### src/logic/cpu_regfile_consts.vh
// Constants for the core register file
`ifndef CPU_REGFILE_CONSTS_VH
`define CPU_REGFILE_CONSTS_VH

`define RF_IDX_PC          4'h0
`define RF_IDX_SP          4'h1
`define RF_IDX_SW          4'h2
`define RF_IDX_CG          4'h3
`define RF_FIRST_GP        4'h4

`define SW_BIT_C           0
`define SW_BIT_Z           1
`define SW_BIT_N           2
`define SW_BIT_GIE         3
`define SW_BIT_HALT        4
`define SW_BIT_LFOFF       5
`define SW_BIT_BIAS        6
`define SW_BIT_SUBGATE     7
`define SW_BIT_V           8
`define SW_USED_MASK       16'h01FF

`define MODE_REG           2'b00
`define MODE_IDX           2'b01
`define MODE_IND           2'b10
`define MODE_INC           2'b11

`define CONST_ZERO         16'h0000
`define CONST_ONE          16'h0001
`define CONST_TWO          16'h0002
`define CONST_FOUR         16'h0004
`define CONST_EIGHT        16'h0008
`define CONST_ALL_ONES     16'hFFFF
`define WORD_STEP          16'h0002
`define EVEN_MASK          16'hFFFE
`define LOW_BYTE_MASK      16'h00FF

`define RF_RESET_VALUE     16'h0000

`endif

### src/logic/cpu_register_file.v
// Core register file: sixteen 16-bit registers with constant generators
`default_nettype none
`include "cpu_regfile_consts.vh"

////////////////////////////////////////////////////////////////////////////
// Contract
// - Sixteen 16-bit registers; 0-3 dedicated, 4-15 general purpose.
// - Program counter advances by instruction length of two, four or six.
// - Program counter holds only even addresses; bit 0 reads zero.
// - Program counter is an operand; writing it branches.
// - Stack pointer predecrements on push, postincrements on pop.
// - Stack pointer even; software initialises it before stack use.
// - Pushing the stack pointer stores its old value, then decrements.
// - Popping the stack pointer loads popped word, skips increment.
// - Register 2 is status only in register mode with word size.
// - Overflow flag set on signed overflow of add or subtract.
// - Subsystem clock stops while submain clock gate bit set.
// - Oscillator bias off bit stops dc generator unless oscillator in use.
// - Crystal off bit disables crystal unless it sources a clock.
// - Core halt bit stops instruction execution.
// - Global interrupt enable passes or blocks maskable interrupts.
// - Negative flag copies bit 15 for words, bit 7 for bytes.
// - Zero flag set when result is zero.
// - Carry flag set on carry out.
// - Register 2 source modes 01,10,11 give zero, four, eight.
// - Register 3 source modes give zero, one, two, all ones.
// - Constant registers are source only and need no extra fetch.
// - Registers 4-15 accept byte and word accesses.
// - Byte writes clear the upper eight bits.
// - Interrupt entry clears core halt, clock gate and crystal off bits.
module cpu_register_file (
  input  wire        i_clk,
  input  wire        i_srst,
  // Source read port
  input  wire [3:0]  i_src_sel,
  input  wire [1:0]  i_source_mode_bits,
  input  wire        i_src_byte,
  output wire [15:0] o_src_data,
  output wire        o_src_is_const,
  // Second plain read port (destination operand / pointer)
  input  wire [3:0]  i_dst_sel,
  output wire [15:0] o_dst_data,
  // Destination write port
  input  wire        i_wr_en,
  input  wire [3:0]  i_wr_sel,
  input  wire        i_wr_byte,
  input  wire [15:0] i_wr_data,
  // Program counter advance
  input  wire        i_pc_adv,
  input  wire [1:0]  i_pc_words,
  // Stack operations
  input  wire        i_push,
  input  wire        i_pop,
  input  wire [15:0] i_pop_data,
  input  wire        i_pop_to_sp,
  // Flag update from the execution unit
  input  wire        i_flag_upd,
  input  wire        i_flag_byte,
  input  wire        i_flag_is_sub,
  input  wire        i_flag_has_v,
  input  wire [15:0] i_op_a,
  input  wire [15:0] i_op_b,
  input  wire [15:0] i_result,
  input  wire        i_carry_out,
  // Interrupt entry
  input  wire        i_irq_entry,
  // Clock source status
  input  wire        i_dco_in_use,
  input  wire        i_lfxt_in_use,
  // Outputs
  output reg  [15:0] o_program_counter,
  output reg  [15:0] o_stack_pointer,
  output reg  [15:0] o_status_word,
  output reg  [15:0] o_push_addr,
  output reg         o_global_irq_enable,
  output reg         o_core_halt,
  output reg         o_subsystem_clock_stop,
  output reg         o_osc_bias_off,
  output reg         o_lf_crystal_off
);

////////////////////////////////////////////////////////////////////////////
// Functions

  function [15:0] byte_fix;
    input [15:0] val;
    input        is_byte;
    begin
      byte_fix = is_byte ? (val & `LOW_BYTE_MASK) : val;
    end
  endfunction

  function [15:0] const_gen;
    input [3:0] sel;
    input [1:0] mode;
    begin
      const_gen = `CONST_ZERO;
      if (sel == `RF_IDX_SW) begin
        case (mode)
          `MODE_IDX: const_gen = `CONST_ZERO;
          `MODE_IND: const_gen = `CONST_FOUR;
          `MODE_INC: const_gen = `CONST_EIGHT;
          default:   const_gen = `CONST_ZERO;
        endcase
      end else begin
        case (mode)
          `MODE_REG: const_gen = `CONST_ZERO;
          `MODE_IDX: const_gen = `CONST_ONE;
          `MODE_IND: const_gen = `CONST_TWO;
          default:   const_gen = `CONST_ALL_ONES;
        endcase
      end
    end
  endfunction

////////////////////////////////////////////////////////////////////////////
// Storage

  reg [15:0] regs_q [0:15];
  reg [15:0] pc_d;
  reg [15:0] sp_d;
  reg [15:0] sw_d;
  reg        flag_v;
  reg        msb_a;
  reg        msb_b;
  reg        msb_r;
  reg [15:0] wval;
  integer    k;

////////////////////////////////////////////////////////////////////////////
// Reads

  // Status register shows as itself only for word register mode
  wire sw_as_reg = (i_source_mode_bits == `MODE_REG) && !i_src_byte;
  wire src_const = (i_src_sel == `RF_IDX_CG) ||
                   ((i_src_sel == `RF_IDX_SW) && !sw_as_reg);
  assign o_src_is_const = src_const;
  assign o_src_data = src_const
                    ? const_gen(i_src_sel, i_source_mode_bits)
                    : byte_fix(regs_q[i_src_sel], i_src_byte);
  assign o_dst_data = regs_q[i_dst_sel];

////////////////////////////////////////////////////////////////////////////
// Next-state for dedicated registers

  always @* begin
    wval = byte_fix(i_wr_data, i_wr_byte);
    pc_d = regs_q[`RF_IDX_PC];
    if (i_pc_adv)
      pc_d = pc_d + {13'h0000, i_pc_words, 1'b0};
    if (i_wr_en && i_wr_sel == `RF_IDX_PC)
      pc_d = wval;
    pc_d = pc_d & `EVEN_MASK;

    // Push decrements the pointer by two; software seeds it
    sp_d = regs_q[`RF_IDX_SP];
    if (i_push)
      sp_d = sp_d - `WORD_STEP;
    else if (i_pop)
      sp_d = i_pop_to_sp ? i_pop_data : sp_d + `WORD_STEP;
    if (i_wr_en && i_wr_sel == `RF_IDX_SP)
      sp_d = wval;
    sp_d = sp_d & `EVEN_MASK;

    sw_d = regs_q[`RF_IDX_SW];
    if (i_wr_en && i_wr_sel == `RF_IDX_SW)
      sw_d = wval & `SW_USED_MASK;
    msb_a = i_flag_byte ? i_op_a[7] : i_op_a[15];
    msb_b = i_flag_byte ? i_op_b[7] : i_op_b[15];
    msb_r = i_flag_byte ? i_result[7] : i_result[15];
    if (i_flag_is_sub)
      flag_v = (msb_a != msb_b) && (msb_r != msb_a);
    else
      flag_v = (msb_a == msb_b) && (msb_r != msb_a);
    if (i_flag_upd) begin
      sw_d[`SW_BIT_N] = msb_r;
      sw_d[`SW_BIT_Z] = (byte_fix(i_result, i_flag_byte)
                         == `CONST_ZERO);
      sw_d[`SW_BIT_C] = i_carry_out;
      sw_d[`SW_BIT_V] = i_flag_has_v & flag_v;
    end
    // Saved word is pushed first, so clearing here is after the save
    if (i_irq_entry) begin
      sw_d[`SW_BIT_HALT]    = 1'b0;
      sw_d[`SW_BIT_SUBGATE] = 1'b0;
      sw_d[`SW_BIT_LFOFF]   = 1'b0;
    end
  end

////////////////////////////////////////////////////////////////////////////
// Register update

  always @(posedge i_clk) begin
    if (i_srst) begin
      for (k = 0; k < 16; k = k + 1) begin
        regs_q[k] <= `RF_RESET_VALUE;
      end
    end else begin
      regs_q[`RF_IDX_PC] <= pc_d;
      regs_q[`RF_IDX_SP] <= sp_d;
      regs_q[`RF_IDX_SW] <= sw_d;
      // Constant register 3 is never written
      if (i_wr_en && i_wr_sel >= `RF_FIRST_GP)
        regs_q[i_wr_sel] <= wval;
    end
  end

////////////////////////////////////////////////////////////////////////////
// Registered outputs

  always @(posedge i_clk) begin
    if (i_srst) begin
      o_program_counter      <= `RF_RESET_VALUE;
      o_stack_pointer        <= `RF_RESET_VALUE;
      o_status_word          <= `RF_RESET_VALUE;
      o_push_addr            <= `RF_RESET_VALUE;
      o_global_irq_enable    <= 1'b0;
      o_core_halt            <= 1'b0;
      o_subsystem_clock_stop <= 1'b0;
      o_osc_bias_off         <= 1'b0;
      o_lf_crystal_off       <= 1'b0;
    end else begin
      o_program_counter      <= pc_d;
      o_stack_pointer        <= sp_d;
      o_status_word          <= sw_d;
      o_push_addr            <= sp_d - `WORD_STEP;
      o_global_irq_enable    <= sw_d[`SW_BIT_GIE];
      o_core_halt            <= sw_d[`SW_BIT_HALT];
      o_subsystem_clock_stop <= sw_d[`SW_BIT_SUBGATE];
      o_osc_bias_off         <= sw_d[`SW_BIT_BIAS] & !i_dco_in_use;
      o_lf_crystal_off       <= sw_d[`SW_BIT_LFOFF] & !i_lfxt_in_use;
    end
  end

endmodule // cpu_register_file
`default_nettype wire

### config.mk
export PLATFORM = sky130hd
export DESIGN_NAME = cpu_register_file
export DESIGN_NICKNAME = d
export VERILOG_FILES = /design/src/logic/cpu_register_file.v
export VERILOG_INCLUDE_DIRS = /design/src /design/src/logic
export SDC_FILE = /design/constraint.sdc
export NUM_CORES = 1
export LEC_CHECK = 0
export BUFFER_PORTS_ARGS = -buffer_cell sky130_fd_sc_hd__buf_4
export CORE_ASPECT_RATIO = 1.4
export CORE_MARGIN = 2
export CORE_UTILIZATION = 60
export CTS_CLUSTER_DIAMETER = 100
export DETAILED_ROUTE_END_ITERATION = 7
export PLACE_DENSITY = 0.93
export SYNTH_ARGS = -nofsm -noshare
export SYNTH_HDL_FRONTEND = slang
export SYNTH_SLANG_ARGS = --single-unit
### constraint.sdc
create_clock -name i_clk -period 4.67 [get_ports i_clk]
set_input_delay 0 -clock i_clk [delete_from_list [all_inputs] [get_ports i_clk]]
set_output_delay 0 -clock i_clk [all_outputs]
set_load 0.1 [all_outputs]
[Yosys cells after proc, flatten, opt, wreduce, memory -nomap -nowiden]
Memories as Yosys holds them, arrays and structs flattened.
Cells that the tools add are included.
Storage, ports and cells
  flip-flop bits (word level): 69
  RAM bits: 256
  output and inout bits: 102
  memories kept: 1
Cells by class
  $add $sub $neg: 4
  magnitude comparators: 1
  equal/unequal tests: 10
  multiplexer cells: 34
  bitwise operators: 6
  reductions and logical operators: 17
Memories
  regs_q: depth 16, bits a word 16, rd ports 5, clocked after Yosys merged registers in 0, wr ports 16, line cpu_register_file.v:119  | reg [15:0] regs_q [0:15];
Operator list (number)
  16-bit 2-to-1 mux: 16
  16-bit one-hot mux with 3 select lines: 1
  16-bit by 2-bit subtractor with 16-bit output, second input constant: 2
  16-bit by 2-bit adder with 16-bit output, second input constant: 1
  16-bit by 3-bit adder with 16-bit output: 1
  16-bit logical NOT: 1
  16-bit OR reduction: 1
  1-bit 2-to-1 mux: 13
  4-bit by 2-bit equality test with 1-bit output, second input constant: 3
  1-bit logical AND: 8
  4-bit one-hot mux with 2 select lines: 1
  2-bit equality test, second input constant: 2
  4-bit by 1-bit equality test with 1-bit output, second input constant: 1
  4-bit by 3-bit greater-or-equal comparator with 1-bit output, second input constant: 1
  1-bit logical NOT: 4
  4-bit logical NOT: 1
  4-bit 2-to-1 mux: 1
  1-bit bitwise AND: 3
  3-bit 2-to-1 mux: 1
  1-bit bitwise OR: 3
  2-bit by 1-bit equality test with 1-bit output, second input constant: 1
  2-bit logical NOT: 1
  2-bit 2-to-1 mux: 1
  1-bit != test: 2
  2 further kinds: 2

[Logic depth before layout (Yosys ltp)]
Gate-level depths: netlist of run 1.
  depth after elaboration: 7
  gate-level depth with buffers: 14
  gate-level depth less buffers: 11

[Worst setup path before layout of run 1]
OpenSTA, ideal clock, no wires.
  path type: input to output
  from: in i_src_sel[0]
  to: out o_src_data[0]
  data arrival time: 3.960 ns
  setup slack: 0.710 ns
  cell stages on the path: 5
  path buffers: 2
  cell sequence: clkbuf_1 -> or4_1 -> and3_1 -> clkbuf_1 -> a221oi_1
Between the ends
  longest elaborated chain between the ends: 4
  elaborated cells on any way between the ends: 8
RTL lines
  from (decl): line cpu_register_file.v:35  | input wire [3:0] i_src_sel,
  4-bit by 2-bit equality test with 1-bit output (no line)
  1-bit logical AND: line cpu_register_file.v:136  | ((i_src_sel == `RF_IDX_SW) && !sw_as_reg);
  1-bit logical OR (*): line cpu_register_file.v:135  | wire src_const = (i_src_sel == `RF_IDX_CG) ||
  named net o_src_is_const: line cpu_register_file.v:39  | output wire o_src_is_const,
  16-bit 2-to-1 mux (*): line cpu_register_file.v:139  | ? const_gen(i_src_sel, i_source_mode_bits)
  to (decl): line cpu_register_file.v:38  | output wire [15:0] o_src_data,
The timed path passes the listed nets; every way through them passes the cells marked *.

==> results of run 1 <==
## stage by stage
stage	total power [mW]	worst slack, ns	hold slack, ns	cells
after floorplan	4.63	0.710	0.0768	1322
after global placement	4.99	1.43	0.165	1757
after detailed placement	5.04	1.34	0.168	1757
after CTS	7.58	1.29	0.000616	1839
after global routing	7.80	1.11	0.0717	1839
final	7.66	1.22	0.0429	1840
## synth_stat cells, drive strengths merged, types with 4 or more instances
cell type and instances:
a211oi 42, a21oi 16, a221oi 4, and2 40, and3 90, buf 39
clkbuf 88, dfxtp 111, edfxtp 208, ha 5, inv 24, mux2 5
mux2i 12, mux4 158, nand2 39, nand2b 21, nand3 20, nand4 11
nor2 167, nor2b 16, nor3 25, nor3b 4, nor4 17, o211ai 6
o21ai 25, o22ai 5, o31a 5, o31ai 9, or3 6, or4 5
xnor2 16, xor2 10
## kinds of logic (layout without fill, tap and decap cells)
kind of cell	count (synthesis)	in the layout	synth area share (%)
buf+inv	154	301	4.60
compound gates	144	144	6.47
simple gates	477	477	15.0
flops	319	319	50.0
fa+ha+maj	6	6	0.487
other cells	1	22	0.0221
mux	175	175	22.1
xor+xnor	26	26	1.34
## power by group
| group | switching [mW] | internal [mW] | total, mW |
|---|---|---|---|
| Clock | 1.11 | 1.48 | 2.58 |
| Sequential | 0.149 | 3.18 | 3.32 |
| Combinational | 1.19 | 0.557 | 1.75 |
## flip-flops by register name (all words and copies together), names as in the netlist
name and cells:
o_lf_crystal_off 1, o_osc_bias_off 1, o_program_counter 15, o_push_addr 15, o_stack_pointer 15, o_status_word 16, regs_q 256
## layer usage
metal	vias to the layer above	track usage, %	wire (um)
li1	5285	-	-
met1	6335	42.4	16500
met2	1338	61.6	26400
met3	329	7.10	6660
met4	0	21.2	4170
met5	-	0	0
## critical path: stages (launching register included)
cell and delay (ns):
sky130_fd_sc_hd__dfxtp_1 0.51, sky130_fd_sc_hd__inv_1 0.10, sky130_fd_sc_hd__ha_1 0.32, sky130_fd_sc_hd__mux2i_1 0.14
sky130_fd_sc_hd__a211oi_1 0.09, sky130_fd_sc_hd__o22ai_1 0.33, sky130_fd_sc_hd__ha_1 0.29, sky130_fd_sc_hd__inv_1 0.07
sky130_fd_sc_hd__a311o_1 0.31, sky130_fd_sc_hd__or3_1 0.49, sky130_fd_sc_hd__nor4_2 0.32, sky130_fd_sc_hd__mux2_2 0.36
## worst max path at each step
stage | startpoint | end | slack [ns] | cells past startpoint
CTS | regs_q[1][1]$_DFF_P_ | o_push_addr[15]$_SDFF_PP0_ | 1.29 | 11
global placement | regs_q[1][1]$_DFF_P_ | o_push_addr[15]$_SDFF_PP0_ | 1.43 | 11
global route | regs_q[1][1]$_DFF_P_ | o_push_addr[15]$_SDFF_PP0_ | 1.11 | 11
finish | regs_q[1][1]$_DFF_P_ | o_push_addr[15]$_SDFF_PP0_ | 1.22 | 11
detailed placement | regs_q[1][1]$_DFF_P_ | o_push_addr[15]$_SDFF_PP0_ | 1.34 | 11
floorplan | i_src_sel[0] | o_src_data[0] | 0.71 | 5
## area by class of cell
| type | count | area [um^2] |
|---|---|---|
| Fill cell | 1684 | 8150 |
| Tap cell | 370 | 463 |
| Antenna cell | 1 | 2.50 |
| Inverter | 24 | 90.1 |
| Clock buffer | 35 | 820 |
| Timing Repair Buffer | 223 | 1740 |
| Multi-Input combinational cell | 849 | 7790 |
| Clock inverter | 19 | 213 |
| Sequential cell | 319 | 8470 |
## timing repair
item | 4_1_cts | 5_1_grt
resized for setup | 0 | 0
endpoints found under the hold margin | 138 | 0
endpoints found under the setup margin | 0 | 0
hold buffers | 28 | 0
==> reports/qor.txt, run 1 <==
=========================================================================================
Run status .................................................................    completed
Data arrival time of the critical path .....................................      3.91 ns
Setup-failing EPs final ....................................................            0
Floorplan row count ........................................................           72
Number of instances in the synthesized netlist .............................         1302
Top cell type's share of synthesized area ..................................        36.8%
First-pass GRT wire length .................................................     80300 um
Core area ..................................................................   27700 um^2
Maximum count of clock buffers along a single path .........................            3
Count of pins on the block boundary ........................................          215
Maximum vdd drop ...........................................................     0.256 mV
Total Wirelength ...........................................................     53700 um
Proportion of register bits with asynchronous set or reset after synthesis .           0%
Via Count ..................................................................        13.3k
Unrepaired setup endpoints after global routing ............................        false
Number of nets with antenna violations after detailed routing ..............            0
Total CTS buffers ..........................................................           29
Die area ...................................................................   29600 um^2
Vias per Instance ..........................................................         7.22
Shortest period the worst path allows ......................................      3.45 ns
Height of the die ..........................................................       203 um
H-tree level count .........................................................            1
Post-synthesis to final-layout area growth .................................        15.6%
Violation count after the first detailed-route iteration ...................         2144
LEAKAGE ....................................................................      7.42 nW
Crit Reg-Reg Endpoint ...................................................... o_push_addr[15]$_SDFF_PP0_
Core occupancy in the finished layout ......................................        70.6%
Number of search-and-repair iterations in the first detailed-routing pass ..            6
Number of max-slew violations in the final report ..........................            0
Most used cells in the layout excluding fill and tap cells ................. sky130_fd_sc_hd__edfxtp_1 (208), sky130_fd_sc_hd__buf_4 (195), sky130_fd_sc_hd__nor2_1 (165)
Leading cell type in the layout, fill and taps excluded .................... sky130_fd_sc_hd__edfxtp_1
Hold Crit Endpoint ......................................................... o_status_word[3]$_SDFF_PP0_
Initial antenna violation count ............................................            1
CP Capture Type ............................................................     register
Net total in the final layout ..............................................         1565
Hold Path Class ............................................................    in -> reg
Initial Utilization ........................................................        61.1%
Cell type with the largest total area after synthesis ...................... sky130_fd_sc_hd__edfxtp_1
Least-Margin Pin Slew ......................................................      1.16 ns
Total global routing overflow ..............................................            0
Fin. Hold Viols ............................................................            0
Crit path kind .............................................................   reg -> reg
Clock-pin slew on the worst setup and hold paths ...........................      0.07 ns
Fraction of layout cells with a size suffix above 1 ........................        30.4%
Clock latency at the later pin of the worst-skew pair ......................      0.58 ns
Total non-filler cell area in the finished layout ..........................   19600 um^2
Vias in the first global route .............................................        13.2k
Number of buffers inserted to repair setup after CTS .......................            0
Die X-Extent ...............................................................       146 um
Pin count of the biggest net entering global routing .......................          109
Hold path depth ............................................................            5
FF-to-FF Start ............................................................. regs_q[1][1]$_DFF_P_
Dominant synthesized flop cell ............................................. sky130_fd_sc_hd__edfxtp_1
Area after DPL .............................................................   18300 um^2
Peak fanout along the critical path ........................................            9
Clock tree root driver cell ................................................ sky130_fd_sc_hd__clkbuf_16
Max-cap violations .........................................................            0
P per Cell Area ............................................................  391 nW/um^2
Post-route fraction of the period consumed by the critical path ............        73.8%
Relative slew margins ......................................................        22.6%
Register bit total from synthesis ..........................................          319
Setup TNS Final ............................................................         0 ns
Synth cell types ...........................................................           95
Mean cell area of the mapped netlist .......................................    13.0 um^2
Remaining design rule violation count ......................................            0
Seq/Total Area, Yosys ......................................................        50.0%
Number of input and output port buffers inserted ...........................          182
Number of sinks handled by clock tree synthesis ............................          319
Startpoint type of the worst setup path ....................................     register
Global placement routability congestion ....................................        0.989
Hold path startpoint .......................................................  i_wr_sel[2]
Largest clock skew in the final design .....................................   0.00908 ns
R2R setup slack ............................................................      1.22 ns
Placed wire-length estimate after detailed placement .......................     33900 um
Maximum frequency from static timing analysis ..............................      290 MHz
Synthesized area ...........................................................   17000 um^2
Avg WL per Cell ............................................................      29.2 um
Synth Warn # ...............................................................            0
TritonCTS clock tree .......................................................        built
Global-route total usage across every layer ................................        36.0%
Number of enable-type register cells in the synthesized netlist ............          208
Top area cells in the synthesized netlist .................................. sky130_fd_sc_hd__edfxtp_1 (37%), sky130_fd_sc_hd__mux4_2 (21%), sky130_fd_sc_hd__dfxtp_1 (13%)
Reg2reg path depth .........................................................           11
Critical Path RT ...........................................................      5.13 ns
=========================================================================================
Power figures use the tool's default switching activity.
==> run 2, diff against run 1 <==
--- a/config.mk
+++ b/config.mk
@@ -6,13 +6,14 @@
 export SDC_FILE = /design/constraint.sdc
 export NUM_CORES = 1
 export LEC_CHECK = 0
+export ABC_AREA = 1
 export BUFFER_PORTS_ARGS = -buffer_cell sky130_fd_sc_hd__buf_4
 export CORE_ASPECT_RATIO = 1.4
 export CORE_MARGIN = 2
-export CORE_UTILIZATION = 60
+export CORE_UTILIZATION = 53
 export CTS_CLUSTER_DIAMETER = 100
 export DETAILED_ROUTE_END_ITERATION = 7
-export PLACE_DENSITY = 0.93
+export PLACE_DENSITY = 0.88
 export SYNTH_ARGS = -nofsm -noshare
 export SYNTH_HDL_FRONTEND = slang
 export SYNTH_SLANG_ARGS = --single-unit
==> constraint.sdc (replaced) <==
create_clock -name i_clk -period 2.85 [get_ports i_clk]
set_input_delay 0 -clock i_clk [delete_from_list [all_inputs] [get_ports i_clk]]
set_output_delay 0 -clock i_clk [all_outputs]
set_load 0.1 [all_outputs]
==> run 2 against run 1 <==
Synthesized area is 1.5% higher. Register-to-register slack worse by 0.98 ns. Combinational power is 58% higher. Clock-buffer cell count is 5 higher. Sequential cell count stayed put. Critical path depth is 2 lower. Power is 61% higher. Non-clock buffer count is 41 higher. Cell area is 3.8% higher. Setup slack worse by 1.1 ns. Clock power is 64% higher.
==> reports/qor.txt, run 2 <==
=========================================================================================
Run status .................................................................    completed   unchanged
Fraction of layout cells with a size suffix above 1 ........................        13.6%   was 30.4%
LEAKAGE ....................................................................      8.49 nW   was 7.42 nW
Net total in the final layout ..............................................         2473   was 1565
TritonCTS clock tree .......................................................        built   unchanged
Post-synthesis to final-layout area growth .................................        18.2%   was 15.6%
Seq/Total Area, Yosys ......................................................        49.2%   was 50.0%
Net Switching ..............................................................      3.97 mW   was 2.45 mW
Hold Crit Endpoint ......................................................... o_stack_pointer[15]$_SDFF_PP0_   was o_status_word[3]$_SDFF_PP0_
H-tree level count .........................................................            1   unchanged
Floorplan row count ........................................................           78   was 72
Shortest period the worst path allows ......................................      2.71 ns
Sequential cell fraction of total power ....................................        43.3%   was 43.4%
Largest clock skew in the final design .....................................   0.00816 ns   was 0.00908 ns
Dominant synthesized flop cell ............................................. sky130_fd_sc_hd__edfxtp_1   unchanged
Crit Reg-Reg Endpoint ...................................................... o_push_addr[15]$_SDFF_PP0_   unchanged
Critical Path RT ...........................................................      2.85 ns   was 5.13 ns
Data arrival time of the critical path .....................................      2.71 ns   was 3.91 ns
Total Wirelength ...........................................................     58000 um   was 53700 um
Number of instances in the synthesized netlist .............................         2197   was 1302
Share of power burned in the clock network .................................        34.3%   was 33.8%
# placed instances .........................................................         2688   was 1757
Setup-failing EPs final ....................................................            0   unchanged
Total inserted antenna cells ...............................................            0   was 1
Synthesized area ...........................................................   17200 um^2   was 17000 um^2
R2R setup slack ............................................................      0.24 ns   was 1.22 ns
Pin count of the biggest net entering global routing .......................          140   was 109
Clock tree root driver cell ................................................ sky130_fd_sc_hd__clkbuf_16   unchanged
Hold path startpoint ....................................................... i_pop_data[15]   was i_wr_sel[2]
Total CTS buffers ..........................................................           29   unchanged
Avg WL per Cell ............................................................      20.9 um   was 29.2 um
Die area ...................................................................   34000 um^2   was 29600 um^2
Violation count after the first detailed-route iteration ...................         2673   was 2144
Height of the die ..........................................................       217 um   was 203 um
Synth Warn # ...............................................................            0   unchanged
Synth cell types ...........................................................           51   was 95
Clock-pin slew on the worst setup and hold paths ...........................      0.06 ns   was 0.07 ns
Area after DPL .............................................................   18900 um^2   was 18300 um^2
Core occupancy in the finished layout ......................................        63.2%   was 70.6%
Leading cell type in the layout, fill and taps excluded .................... sky130_fd_sc_hd__nor2_1   was sky130_fd_sc_hd__edfxtp_1
Register bit total from synthesis ..........................................          319   unchanged
Post-route non-filler standard cell count ..................................         2776   was 1840
Flip-flop count of the largest register, all copies and words added ........          256   unchanged
FF-to-FF Start ............................................................. regs_q[1][1]$_DFF_P_   unchanged
Vias per Instance ..........................................................         6.20   was 7.22
Pint .......................................................................      8.36 mW   was 5.21 mW
Hold path depth ............................................................            7   was 5
Most frequent cells after synthesis ........................................ sky130_fd_sc_hd__nor2_1 (356), sky130_fd_sc_hd__nand2_1 (338), sky130_fd_sc_hd__o21ai_0 (275)   was sky130_fd_sc_hd__edfxtp_1 (208), sky130_fd_sc_hd__nor2_1 (166), sky130_fd_sc_hd__mux4_2 (156)
P per Cell Area ............................................................  606 nW/um^2   was 391 nW/um^2
Maximum vdd drop ...........................................................     0.732 mV   was 0.256 mV
Die X-Extent ...............................................................       156 um   was 146 um
Global placement routability congestion ....................................        0.967   was 0.989
Proportion of power drawn by combinational gates ...........................        22.3%   was 22.8%
Hold Path Class ............................................................    in -> reg   unchanged
Least-Margin Pin Slew ......................................................     0.887 ns   was 1.16 ns
Stage delay of the slowest cell on the critical path .......................      0.72 ns   was 0.51 ns
Number of nets with antenna violations after detailed routing ..............            0   unchanged
Top cell type's share of synthesized area ..................................        36.3%   was 36.8%
CP Capture Type ............................................................  output port   was register
Number of enable-type register cells in the synthesized netlist ............          208   unchanged
Via Count ..................................................................        17.2k   was 13.3k
Number of search-and-repair iterations in the first detailed-routing pass ..            6   unchanged
Placed wire-length estimate after detailed placement .......................     38100 um   was 33900 um
Count of pins on the block boundary ........................................          215   unchanged
Proportion of register bits with asynchronous set or reset after synthesis .           0%   unchanged
Vias in the first global route .............................................        16.8k   was 13.2k
Top area cells in the synthesized netlist .................................. sky130_fd_sc_hd__edfxtp_1 (36%), sky130_fd_sc_hd__dfxtp_1 (13%), sky130_fd_sc_hd__o21ai_0 (8.0%)   was sky130_fd_sc_hd__edfxtp_1 (37%), sky130_fd_sc_hd__mux4_2 (21%), sky130_fd_sc_hd__dfxtp_1 (13%)
Reg2reg path depth .........................................................           19   was 11
Total power draw ...........................................................      12.3 mW   was 7.66 mW
Number of input and output port buffers inserted ...........................          182   unchanged
Maximum frequency from static timing analysis ..............................      369 MHz
Setup TNS Final ............................................................         0 ns   unchanged
Most used cells in the layout excluding fill and tap cells ................. sky130_fd_sc_hd__nor2_1 (354), sky130_fd_sc_hd__nand2_1 (338), sky130_fd_sc_hd__o21ai_0 (272)   was sky130_fd_sc_hd__edfxtp_1 (208), sky130_fd_sc_hd__buf_4 (195), sky130_fd_sc_hd__nor2_1 (165)
Initial antenna violation count ............................................            0   was 1
CP Cell Sequence ........................................................... buf_4 -> nor2_1 -> inv_1 -> nor2_1 -> nand2_1 -> inv_1 -> nand4_1 -> o311ai_1 -> buf_4   was inv_1 -> ha_1 -> mux2i_1 -> a211oi_1 -> o22ai_1 -> ha_1 -> inv_1 -> a311o_1 -> or3_1 -> nor4_2 -> mux2_2
Share of total power consumed by net switching .............................        32.2%   was 32.0%
Total global routing overflow ..............................................            0   unchanged
Fin. Hold Viols ............................................................            0   unchanged
Initial Utilization ........................................................        53.4%   was 61.1%
Cell type with the largest total area after synthesis ...................... sky130_fd_sc_hd__edfxtp_1   unchanged
Top register by number of flip-flops .......................................       regs_q   unchanged
Crit path kind .............................................................    in -> out   was reg -> reg
Maximum count of clock buffers along a single path .........................            3   unchanged
Cell with the biggest individual delay on the critical path ................ sky130_fd_sc_hd__nand4_1   was sky130_fd_sc_hd__dfxtp_1
Peak fanout along the critical path ........................................           18   was 9
Post-route fraction of the period consumed by the critical path ............        95.0%
Global-route total usage across every layer ................................        33.5%   was 36.0%
Max-cap violations .........................................................            0   unchanged
Number of sinks handled by clock tree synthesis ............................          319   unchanged
Number of max-slew violations in the final report ..........................            0   unchanged
Clock latency at the later pin of the worst-skew pair ......................      0.56 ns   was 0.58 ns
First-pass GRT wire length .................................................     88700 um   was 80300 um
Mean cell area of the mapped netlist .......................................    7.83 um^2   was 13.0 um^2
Remaining design rule violation count ......................................            0   unchanged
Relative slew margins ......................................................        40.7%   was 22.6%
Startpoint type of the worst setup path ....................................   input port   was register
Total non-filler cell area in the finished layout ..........................   20300 um^2   was 19600 um^2
Most frequent cell after synthesis ......................................... sky130_fd_sc_hd__nor2_1   was sky130_fd_sc_hd__edfxtp_1
Largest registers ranked by flip-flop count ................................ regs_q: 256 flops, o_status_word: 16 flops   unchanged
Core area ..................................................................   32200 um^2   was 27700 um^2
=========================================================================================
run 2: what timing repair did:
action | CTS | global route
hold buffers | 35 | 0
buffers inserted | 0 | 0
endpoints found under the setup margin | 0 | 6
endpoints found under the hold margin | 86 | 0
gates resized for setup | 0 | 5
run 2: how the worst max path moves through the flow:
stage	from	to	slack [ns]	cells after the start
6_report	i_src_sel[3]	o_src_data[2]	0.14	9
3_3_place_gp	i_src_sel[3]	o_src_data[2]	0.26	9
4_1_cts	i_src_sel[3]	o_src_data[2]	0.15	9
3_5_place_dp	i_src_sel[3]	o_src_data[2]	0.16	9
2_1_floorplan	i_src_sel[0]	o_src_data[2]	-0.1	5
5_1_grt	i_src_sel[3]	o_src_data[2]	-0.01	9
run 2: per-stage QoR:
stage / hold slack [ns] / worst slack, ns
after detailed placement: 0.169 / 0.156
after floorplan: 0.0785 / -0.0980
after global placement: 0.167 / 0.259
after CTS: 0.0147 / 0.152
final: 0.0152 / 0.141
after global routing: 0.0525 / -0.00952
run 2: routing by layer:
metal / wire length, um / track usage [%] / part of all wire [%] / up-vias
met1: 18900 / 37.8 / 33 / 7850
met3: 6240 / 5.58 / 11 / 318
met5: 0 / 0 / 0 / -
met2: 28300 / 57.2 / 49 / 1297
met4: 4490 / 24.3 / 7.7 / 0
li1: - / - / - / 7745
run 2: layout make-up:
class / count / area [um^2]
Clock buffer: 40 / 833
Fill cell: 2520 / 11900
Clock inverter: 13 / 203
Tap cell: 400 / 500
Inverter: 200 / 751
Sequential cell: 319 / 8470
Timing Repair Buffer: 264 / 2140
Multi-Input combinational cell: 1540 / 7450
run 2: power groups by stage:
stage	logic, mW	registers, mW	clock network, mW
2_1_floorplan	1.51	5.81	0
3_3_place_gp	2.58	5.41	0
3_5_place_dp	2.64	5.43	0
4_1_cts	2.69	5.33	4.23
5_1_grt	2.92	5.36	4.41
6_report	2.76	5.34	4.24
run 2: cell families (layout without fill, tap and decap cells):
logic type / Yosys count / in the layout / share of synthesized area [%]
muxes: 22 / 22 / 1.28
AOI/OAI and AO/OA: 633 / 633 / 20.3
buffers and inverters: 358 / 517 / 8.07
adders and majority gates: 6 / 6 / 0.480
DFF: 319 / 319 / 49.2
other: 1 / 21 / 0.0218
and+or+nand+nor: 850 / 850 / 20.2
xor gates and xnor gates: 8 / 8 / 0.407
run 2: critical path: cells and delay by family:
| family | cells | cell delay, ns |
|---|---|---|
| and+or+nand+nor | 4 | 1.37 |
| AOI/OAI and AO/OA | 1 | 0.35 |
| buffers and inverters | 4 | 0.94 |
